## src/core/tlr_pkg.sv

```systemverilog
// How it works
// - Pointer 02h selects the low threshold register, read and write.
// - Pointer 03h selects the high threshold register, read and write.
// - Each threshold is a 12-bit two's complement result-scale value.
// - The low threshold sits in bits 15:4, bits 3:0 unused and reset zero.
// - The high threshold is bits 15:4; bits 3:0 unused, reset zero.
// - The low threshold resets to 4b00h, which is 75 degrees Celsius.
// - The high threshold resets to 5000h, which is 80 degrees Celsius.
// - Pointer 0Fh: read-only 16-bit identification, full variant only.
// - Identification upper byte is a fixed name code; writes ignored.
// - Threshold registers take one-byte and two-byte reads and writes.
// - Strapped pins pick the address, 2 to 32 choices as ADDR_SEL_W runs 1 to 5.
// - The result sits in the upper twelve bits, zeros below.
// - One-byte writes change bits 15:8; one-byte reads return 15:8.
package tlr_pkg;
    localparam logic [7:0]  TLR_PTR_RESULT  = 8'h00;
    localparam logic [7:0]  TLR_PTR_LOW     = 8'h02;
    localparam logic [7:0]  TLR_PTR_HIGH    = 8'h03;
    localparam logic [7:0]  TLR_PTR_IDENT   = 8'h0f;
    localparam logic [15:0] TLR_LOW_RESET   = 16'h4b00;
    localparam logic [15:0] TLR_HIGH_RESET  = 16'h5000;
    localparam int          TLR_VAL_MSB     = 15;
    localparam int          TLR_VAL_LSB     = 4;
    localparam logic [3:0]  TLR_NIBBLE_ZERO = 4'h0;
    localparam logic [3:0]  TLR_BITS_BYTE   = 4'h8;
    localparam int          TLR_ADDR_W      = 7;

    typedef struct packed {
        logic [11:0] high;
        logic [11:0] low;
    } tlr_limits_t;

    typedef enum logic [8:0] {
        TLR_IDLE     = 9'h001,
        TLR_ADDR     = 9'h002,
        TLR_ADDR_ACK = 9'h004,
        TLR_PTR      = 9'h008,
        TLR_PTR_ACK  = 9'h010,
        TLR_WDATA    = 9'h020,
        TLR_WACK     = 9'h040,
        TLR_RDATA    = 9'h080,
        TLR_RACK     = 9'h100
    } tlr_state_t;
endpackage : tlr_pkg

```

## src/core/tlr_regs.sv

```systemverilog
`timescale 1ns/10ps
module tlr_regs
    import tlr_pkg::*;
#(
    parameter logic [6:0]  BASE_ADDR    = 7'h48,
    parameter int          ADDR_SEL_W   = 5,
    parameter bit          FULL_VARIANT = 1'b1,
    // Arbitrary identification value
    parameter logic [15:0] IDENT_VALUE  = 16'ha500
) (
    // Clock and reset
    input  wire logic                  CORE_CLK,
    input  wire logic                  RST,
    // Two-wire bus pins
    input  wire logic                  SCL,
    input  wire logic                  SDA_IN,
    output logic                       SDA_OUT,
    output logic                       SDA_OE,
    // Address straps
    input  wire logic [ADDR_SEL_W-1:0] ADDR_SEL,
    // Conversion result and thresholds
    input  wire logic [11:0]           TEMP_RESULT,
    output tlr_limits_t                LIMITS
);

    if (ADDR_SEL_W < 1 || ADDR_SEL_W > 5) begin : g_bad_sel_w
        $error("ADDR_SEL_W must be 1 to 5");
    end

    // Pin synchronisers
    logic                  scl_s1_reg, scl_s2_reg, scl_s3_reg;
    logic                  sda_s1_reg, sda_s2_reg, sda_s3_reg;
    logic [ADDR_SEL_W-1:0] sel_s1_reg, sel_s2_reg;

    always_ff @(posedge CORE_CLK) begin
        if (RST) begin
            scl_s1_reg <= 1'b1;
            scl_s2_reg <= 1'b1;
            scl_s3_reg <= 1'b1;
            sda_s1_reg <= 1'b1;
            sda_s2_reg <= 1'b1;
            sda_s3_reg <= 1'b1;
            sel_s1_reg <= '0;
            sel_s2_reg <= '0;
        end else begin
            scl_s1_reg <= SCL;
            scl_s2_reg <= scl_s1_reg;
            scl_s3_reg <= scl_s2_reg;
            sda_s1_reg <= SDA_IN;
            sda_s2_reg <= sda_s1_reg;
            sda_s3_reg <= sda_s2_reg;
            sel_s1_reg <= ADDR_SEL;
            sel_s2_reg <= sel_s1_reg;
        end
    end

    logic scl_rise, scl_fall, bus_start, bus_stop;
    logic [6:0] own_addr;

    assign scl_rise  = scl_s2_reg & ~scl_s3_reg;
    assign scl_fall  = ~scl_s2_reg & scl_s3_reg;
    assign bus_start = scl_s2_reg & scl_s3_reg & ~sda_s2_reg & sda_s3_reg;
    assign bus_stop  = scl_s2_reg & scl_s3_reg & sda_s2_reg & ~sda_s3_reg;

    always_comb begin
        own_addr = BASE_ADDR;
        own_addr[ADDR_SEL_W-1:0] = sel_s2_reg;
    end

    // Register read view by pointer
    function automatic logic [15:0] read_view(
        input logic [7:0]  ptr,
        input logic [15:0] low_v,
        input logic [15:0] high_v,
        input logic [11:0] temp_v
    );
        logic [15:0] v;
        v = 16'h0000;
        case (ptr)
            TLR_PTR_RESULT: v = {temp_v, TLR_NIBBLE_ZERO};
            TLR_PTR_LOW:    v = {low_v[TLR_VAL_MSB:TLR_VAL_LSB],
                                 TLR_NIBBLE_ZERO};
            TLR_PTR_HIGH:   v = {high_v[TLR_VAL_MSB:TLR_VAL_LSB],
                                 TLR_NIBBLE_ZERO};
            TLR_PTR_IDENT:  v = FULL_VARIANT ? IDENT_VALUE : 16'h0000;
            default:        v = 16'h0000;
        endcase
        return v;
    endfunction : read_view

    // Merge one received byte into a threshold register
    function automatic logic [15:0] merge_byte(
        input logic [15:0] cur,
        input logic        lo_byte,
        input logic [7:0]  data
    );
        logic [15:0] v;
        v = cur;
        if (lo_byte) begin
            v[7:0] = {data[7:4], TLR_NIBBLE_ZERO};
        end else begin
            v[15:8] = data;
        end
        return v;
    endfunction : merge_byte

    tlr_state_t  state_reg, state_next;
    logic [3:0]  cnt_reg, cnt_next;
    logic [7:0]  shift_reg, shift_next;
    logic [7:0]  tx_reg, tx_next;
    logic [7:0]  ptr_reg, ptr_next;
    logic        rw_reg, rw_next;
    logic        byte_reg, byte_next;
    logic        mack_reg, mack_next;
    logic        oe_reg, oe_next;
    logic [15:0] low_reg, low_next;
    logic [15:0] high_reg, high_next;
    logic [15:0] rd_word;

    assign rd_word = read_view(ptr_reg, low_reg, high_reg, TEMP_RESULT);

    always_comb begin
        state_next = state_reg;
        cnt_next   = cnt_reg;
        shift_next = shift_reg;
        tx_next    = tx_reg;
        ptr_next   = ptr_reg;
        rw_next    = rw_reg;
        byte_next  = byte_reg;
        mack_next  = mack_reg;
        oe_next    = oe_reg;
        low_next   = low_reg;
        high_next  = high_reg;
        if (bus_start) begin
            state_next = TLR_ADDR;
            cnt_next   = 4'h0;
            oe_next    = 1'b0;
        end else if (bus_stop) begin
            state_next = TLR_IDLE;
            oe_next    = 1'b0;
        end else if (scl_rise) begin
            case (state_reg)
                TLR_ADDR, TLR_PTR, TLR_WDATA: begin
                    shift_next = {shift_reg[6:0], sda_s2_reg};
                    cnt_next   = cnt_reg + 4'h1;
                end
                TLR_RDATA: cnt_next = cnt_reg + 4'h1;
                TLR_RACK:  mack_next = ~sda_s2_reg;
                default:   cnt_next = cnt_reg;
            endcase
        end else if (scl_fall) begin
            case (state_reg)
                TLR_ADDR: begin
                    if (cnt_reg == TLR_BITS_BYTE) begin
                        if (shift_reg[7:1] == own_addr) begin
                            state_next = TLR_ADDR_ACK;
                            rw_next    = shift_reg[0];
                            oe_next    = 1'b1;
                        end else begin
                            state_next = TLR_IDLE;
                        end
                    end
                end
                TLR_ADDR_ACK: begin
                    cnt_next  = 4'h0;
                    byte_next = 1'b0;
                    if (rw_reg) begin
                        state_next = TLR_RDATA;
                        tx_next    = rd_word[15:8];
                        oe_next    = ~rd_word[15];
                    end else begin
                        state_next = TLR_PTR;
                        oe_next    = 1'b0;
                    end
                end
                TLR_PTR: begin
                    if (cnt_reg == TLR_BITS_BYTE) begin
                        state_next = TLR_PTR_ACK;
                        ptr_next   = shift_reg;
                        oe_next    = 1'b1;
                    end
                end
                TLR_PTR_ACK, TLR_WACK: begin
                    state_next = TLR_WDATA;
                    cnt_next   = 4'h0;
                    byte_next  = (state_reg == TLR_WACK);
                    oe_next    = 1'b0;
                end
                TLR_WDATA: begin
                    if (cnt_reg == TLR_BITS_BYTE) begin
                        state_next = TLR_WACK;
                        oe_next    = 1'b1;
                        case (ptr_reg)
                            TLR_PTR_LOW:
                                low_next = merge_byte(low_reg, byte_reg,
                                                      shift_reg);
                            TLR_PTR_HIGH:
                                high_next = merge_byte(high_reg, byte_reg,
                                                       shift_reg);
                            default: low_next = low_reg;
                        endcase
                    end
                end
                TLR_RDATA: begin
                    if (cnt_reg == TLR_BITS_BYTE) begin
                        state_next = TLR_RACK;
                        oe_next    = 1'b0;
                    end else begin
                        tx_next = {tx_reg[6:0], 1'b0};
                        oe_next = ~tx_reg[6];
                    end
                end
                TLR_RACK: begin
                    cnt_next = 4'h0;
                    if (mack_reg) begin
                        // second byte is 7:0, then repeats
                        state_next = TLR_RDATA;
                        byte_next  = ~byte_reg;
                        tx_next    = byte_reg ? rd_word[15:8] : rd_word[7:0];
                        oe_next    = byte_reg ? ~rd_word[15] : ~rd_word[7];
                    end else begin
                        state_next = TLR_IDLE;
                        oe_next    = 1'b0;
                    end
                end
                default: state_next = TLR_IDLE;
            endcase
        end
    end

    always_ff @(posedge CORE_CLK) begin
        if (RST) begin
            state_reg <= TLR_IDLE;
            cnt_reg   <= 4'h0;
            shift_reg <= 8'h00;
            tx_reg    <= 8'h00;
            ptr_reg   <= TLR_PTR_RESULT;
            rw_reg    <= 1'b0;
            byte_reg  <= 1'b0;
            mack_reg  <= 1'b0;
            oe_reg    <= 1'b0;
            low_reg   <= TLR_LOW_RESET;
            high_reg  <= TLR_HIGH_RESET;
        end else begin
            state_reg <= state_next;
            cnt_reg   <= cnt_next;
            shift_reg <= shift_next;
            tx_reg    <= tx_next;
            ptr_reg   <= ptr_next;
            rw_reg    <= rw_next;
            byte_reg  <= byte_next;
            mack_reg  <= mack_next;
            oe_reg    <= oe_next;
            low_reg   <= low_next;
            high_reg  <= high_next;
        end
    end

    // Open-drain: only ever pulls low
    logic        sda_out_reg;
    tlr_limits_t limits_reg;

    always_ff @(posedge CORE_CLK) begin
        if (RST) begin
            sda_out_reg <= 1'b0;
            limits_reg  <= '0;
        end else begin
            sda_out_reg <= 1'b0;
            limits_reg.low  <= low_next[TLR_VAL_MSB:TLR_VAL_LSB];
            limits_reg.high <= high_next[TLR_VAL_MSB:TLR_VAL_LSB];
        end
    end

    assign SDA_OUT = sda_out_reg;
    assign SDA_OE  = oe_reg;
    assign LIMITS  = limits_reg;

endmodule : tlr_regs

```

## config.mk

```make
export PLATFORM = sky130hd
export DESIGN_NAME = tlr_regs
export DESIGN_NICKNAME = d
export VERILOG_FILES = /design/src/core/tlr_pkg.sv /design/src/core/tlr_regs.sv
export SDC_FILE = /design/constraint.sdc
export NUM_CORES = 1
export LEC_CHECK = 0
export BUFFER_PORTS_ARGS = -buffer_cell sky130_fd_sc_hd__buf_2
export CAP_MARGIN = 20
export CORE_AREA = 10 10 79 149
export DETAILED_ROUTE_END_ITERATION = 10
export DIE_AREA = 0 0 89 159
export PLACE_DENSITY_LB_ADDON = 0.2
export RECOVER_POWER = 25
export SYNTH_ARGS = -nofsm -noshare
export SYNTH_HDL_FRONTEND = slang
export SYNTH_SLANG_ARGS = --single-unit
```

## constraint.sdc

```tcl
create_clock -name CORE_CLK -period 3.2 [get_ports CORE_CLK]
set_clock_uncertainty 0.1 [all_clocks]
set_input_delay 0.16 -clock CORE_CLK [delete_from_list [all_inputs] [get_ports CORE_CLK]]
set_output_delay 0.16 -clock CORE_CLK [all_outputs]
set_load 0.03 [all_outputs]
```

# ---- Word level (Yosys, flattened, before mapping)
# Cells that the tools add are included.
dict set report op_classes {
  n_addsub 1
  eq_ne 28
  n_mux 50
  bitwise 18
  reduce_logical 24
}
# operator count
set op_table {}
lappend op_table {{two-way mux 16 bit} 14}
lappend op_table {{case mux 16 bit (4 select lines)} 1}
lappend op_table {{case mux 9 bit (7 select lines)} 1}
lappend op_table {{two-way mux 8 bit} 6}
lappend op_table {{two-way mux 9 bit} 4}
lappend op_table {{AND reduction 6 bit} 5}
lappend op_table {{two-way mux 7 bit} 4}
lappend op_table {{case mux 7 bit (3 select lines)} 1}
lappend op_table {{inequality test 2 bit, second input constant} 9}
lappend op_table {{== test 8 x 2 -> 1 bit, second input constant} 2}
lappend op_table {{two-way mux 4 bit} 4}
lappend op_table {{inequality test 4 bit, second input constant} 4}
lappend op_table {{AND reduction 4 bit} 3}
lappend op_table {{inverter 1 bit} 11}
lappend op_table {{== test 9 x 2 -> 1 bit, second input constant} 1}
lappend op_table {{== test 9 x 3 -> 1 bit, second input constant} 1}
lappend op_table {{== test 9 x 4 -> 1 bit, second input constant} 1}
lappend op_table {{== test 9 x 5 -> 1 bit, second input constant} 1}
lappend op_table {{== test 9 x 6 -> 1 bit, second input constant} 1}
lappend op_table {{== test 9 x 7 -> 1 bit, second input constant} 1}
lappend op_table {{== test 9 x 8 -> 1 bit, second input constant} 1}
lappend op_table {{== test 9 bit, second input constant} 1}
lappend op_table {{nonzero test 3 bit} 3}
lappend op_table {{== test 8 x 4 -> 1 bit, second input constant} 1}
lappend op_table {{19 further kinds} 40}
dict set report word_totals {
  register_bits 104
  out_inout_bits 26
}

# ---- Depth between registers and ports, before layout
dict set report depth {
  word_depth 8
  depth_mapped 9
}

# ---- Worst setup path after synthesis
# No wires, ideal clock.
dict set report synth_path {
  path_type {reg2reg}
  from {register state_reg[7]}
  to {register state_reg[0]}
  t_arrival_ns 2.107
  required_ns 2.966
  slack_ns 0.859
  path_stages_with_launch 8
  synth_period_minus_slack_ns 2.341
  path_cell_list {dfxtp_1 > buf_2 > nor4_4 > a31oi_1 > a221oi_4 > o221ai_2 > and3_1 > or4_1}
}
dict set report synth_via {
  elab_chain_cells 7
}
# element line
set synth_rtl {}
lappend synth_rtl {{start, declared} tlr_regs.sv:107} ;# tlr_state_t state_reg, state_next;
lappend synth_rtl {{start signal, assigned} tlr_regs.sv:245} ;# state_reg <= state_next;
lappend synth_rtl {{== test 9 x 7 -> 1 bit / == test 9 x 5 -> 1 bit (equally long branches)} tlr_regs.sv:152} ;# case (state_reg)
lappend synth_rtl {{OR reduction 2 bit} --}
lappend synth_rtl {{case mux 9 bit (7 select lines)} tlr_regs.sv:152}
lappend synth_rtl {{two-way mux 2 bit} tlr_regs.sv:151} ;# end else if (scl_fall) begin
lappend synth_rtl {{two-way mux 2 bit} tlr_regs.sv:141} ;# end else if (scl_rise) begin
lappend synth_rtl {{two-way mux 2 bit} tlr_regs.sv:138} ;# end else if (bus_stop) begin
lappend synth_rtl {{two-way mux 2 bit} tlr_regs.sv:134} ;# if (bus_start) begin
# Several ways; a longest one is shown, not always the timed one. The select of a mux whose other input is x is not followed.
# A chain may end at the register's enable or synchronous reset.

# ---- Worst setup path after layout
dict set report layout_path {
  from {register state_reg[3]}
  to {register state_reg[0]}
}
# The elaborated chain is that of the path after synthesis.

==> impl_metrics.env <==
export IMPL_coreArea_mm2=0.00932
export IMPL_fin_tns_setup_ns=0
export IMPL_critPathMaxFanout=7
export IMPL_grt_pass1_wl_um=18100
export IMPL_routed_via_density=5.64
export IMPL_drive_gt1_share_pct=15.2
export IMPL_hold_viol=0
export IMPL_use_met3_pct=2.76
export IMPL_cts_tree="built"
export IMPL_fmax_mhz=345
export IMPL_row_count=50
export IMPL_multi_input_area_mm2=0.00215
export IMPL_async_flop_share_pct=0
export IMPL_port_buffers=45
export IMPL_synthMostInstantiatedCell="dfxtp_1"
export IMPL_htreeDepth=3
export IMPL_met2_usage_pct=30.3
export IMPL_numCtsBuffers=9
export IMPL_tightest_slew_ns=2.70
export IMPL_die_area_mm2=0.0142
export IMPL_yosysTopAreaCellShare_pct=41.4
export IMPL_rsz0062_at_grt="false"
export IMPL_synthTopCellsByArea="dfxtp_1, mux2i_1, nor2_1, buf_4, nand2_1"
export IMPL_grt_overflow=0
export IMPL_outcome="finished with violations"
export IMPL_synth_nets=489
export IMPL_drt_iter0_markers=219
export IMPL_clk_pin_slew_ns=0.07
export IMPL_track_usage_pct=16.4
export IMPL_grt_pass1_vias=3458
export IMPL_drt_pass1_iterations=4
export IMPL_dp_cells=575
export IMPL_power_switching_share_pct=24.4
export IMPL_synth_main_ff_cell="dfxtp_1"
export IMPL_clk_latency_ns=0.34
export IMPL_p_leak_nw=1.87
export IMPL_syn_to_final_growth_pct=12.1
export IMPL_min_period_ns=2.90
export IMPL_n_antenna_cell=0
export IMPL_regArea_mm2=0.00172
export IMPL_drc=0
export IMPL_use_met1_pct=15.7
export IMPL_cp_required_ns=3.32
export IMPL_synth_edf_count=0
export IMPL_slew_headroom_pct=-80.1
export IMPL_synth_area_mm2=0.00415
export IMPL_nets=516
export IMPL_gp_congestion=0.942
export IMPL_grt_max_degree=69
export IMPL_antenna_found_initial=0
export IMPL_finalCritPeriodShare_pct=90.5
export IMPL_synthCells=462
export IMPL_io_pins=47
export IMPL_crit_type="flop to flop"
export IMPL_cts_resized_gates=0
export IMPL_grt_busiest_layer="met2"
export IMPL_maxSlewViolCount=69
export IMPL_yosysWarnings=0
export IMPL_netSwitchingPower_w=0.000541
export IMPL_combPwrFrac_pct=5.9
export IMPL_die_h_um=159
export IMPL_yosysSeqAreaShare_pct=41.4
export IMPL_p_total_w=0.00221
export IMPL_setup_violations=0
export IMPL_die_width_um=89
export IMPL_cp_start_kind="flop"
export IMPL_drv_cap=1
export IMPL_clkPwrFrac_pct=44.5
export IMPL_post_drt_wl_per_cell_um=19.0
export IMPL_totalWireLength_um=11400
export IMPL_hp_class="input port to flop"
export IMPL_crit_path_end_kind="flop"
export IMPL_crit_arrival_ns=3.02
export IMPL_synth_top_cell_by_area="dfxtp_1"
export IMPL_fillCellCount=909
export IMPL_whs_ns=0.108
export IMPL_fin_util_pct=49.9
export IMPL_intPower_w=0.00167
export IMPL_instances_no_fill=598
export IMPL_yosys_cell_types_count=55
export IMPL_ant_nets=0
export IMPL_cts_max_path_buffers=2
export IMPL_synth_commonest_cells="dfxtp_1, nor2_1, mux2i_1"
export IMPL_hpwl_um=8630
export IMPL_clock_sinks=86
export IMPL_syn_area_per_cell_um2=8.99
export IMPL_power_density_mw_per_mm2=475
export IMPL_irDropWorstVdd_v=0.000393
export IMPL_synth_seq_cells=86
export IMPL_initial_core_util_pct=44.6
export IMPL_num_vias=3373
export IMPL_violations="max-capacitance violations, max-slew violations"
export IMPL_cts_root_buf="clkbuf_16"
export IMPL_seqPwrFrac_pct=49.6
what timing repair did:
action / in CTS / in global routing
hold endpoints to repair: 7 / 0
setup endpoints to repair: 0 / 0
hold buffers: 7 / 0
buffers inserted: 0 / 0
critical path, stage by stage, from the launching register on:
cell	delay, ns
dfxtp_1	0.40
nor3_1	0.66
nand4_1	0.37
o21ai_1	0.33
a21boi_0	0.24
and3_1	0.21
or4_1	0.48
logic make-up after synthesis:
group / after synthesis / share of synthesized area, %
flops: 86 / 41.4
xor+xnor: 10 / 2.11
mux: 57 / 13.7
other cells: 1 / 0.0903
simple gates: 185 / 23.2
fa+ha+maj: 6 / 1.81
compound gates: 63 / 10.8
buf+inv: 54 / 6.87
layout by cell type, fill, tap and decap left out, types with 8 or more instances in the layout:
cell and n:
nand2_1 26, buf_2 33, inv_1 8, nor2b_1 15, mux2i_1 57, nand2b_1 11, dfxtp_1 86, clkbuf_16 9
nand3_1 9, or2_2 8, o21ai_0 10, nand4_1 9, buf_4 9, nor2_1 68, clkbuf_1 14, a21oi_1 16
worst paths after layout:
path                                    from            to  slack (ns)  cells after the start
worst max-delay path            state_reg[3]  state_reg[0]        0.30                      6
worst min-delay path                     RST  state_reg[1]        0.11                      2
worst max register to register  state_reg[3]  state_reg[0]        0.30                      6
worst min register to register    sda_s1_reg    sda_s2_reg        0.31                      1
cell type report:
cell class	count	share of cell area [%]
clock buffers	10	4.92
clock inverters	6	0.994
repair buffers	62	7.55
multi-input cells	322	46.1
inverters	8	0.645
well taps	104	2.79
flip-flops and latches	86	37.0
power by group through the flow:
stage,logic (W),registers [W],clock network [W]
after floorplan,0.0000791,0.00112,0
after global placement,0.000123,0.00112,0
after detailed placement,0.000124,0.00112,0
after CTS,0.000131,0.00110,0.000994
after global routing,0.000142,0.00110,0.00103
final,0.000130,0.00110,0.000985
layer usage:
layer  share of wire (%)  vias up
met4                 4.9        0
li1                    -     1644
met5                   0        -
met2                  57      100
met3                 4.0       37
met1                  34     1592
through the flow:
stage	cell area, µm²	setup WS, ns
2_1_floorplan	4150	0.859
3_3_place_gp	4330	0.455
3_5_place_dp	4330	0.378
4_1_cts	4670	0.371
5_1_grt	4660	0.100
6_report	4660	0.303
Power figures use the tool's default switching activity.
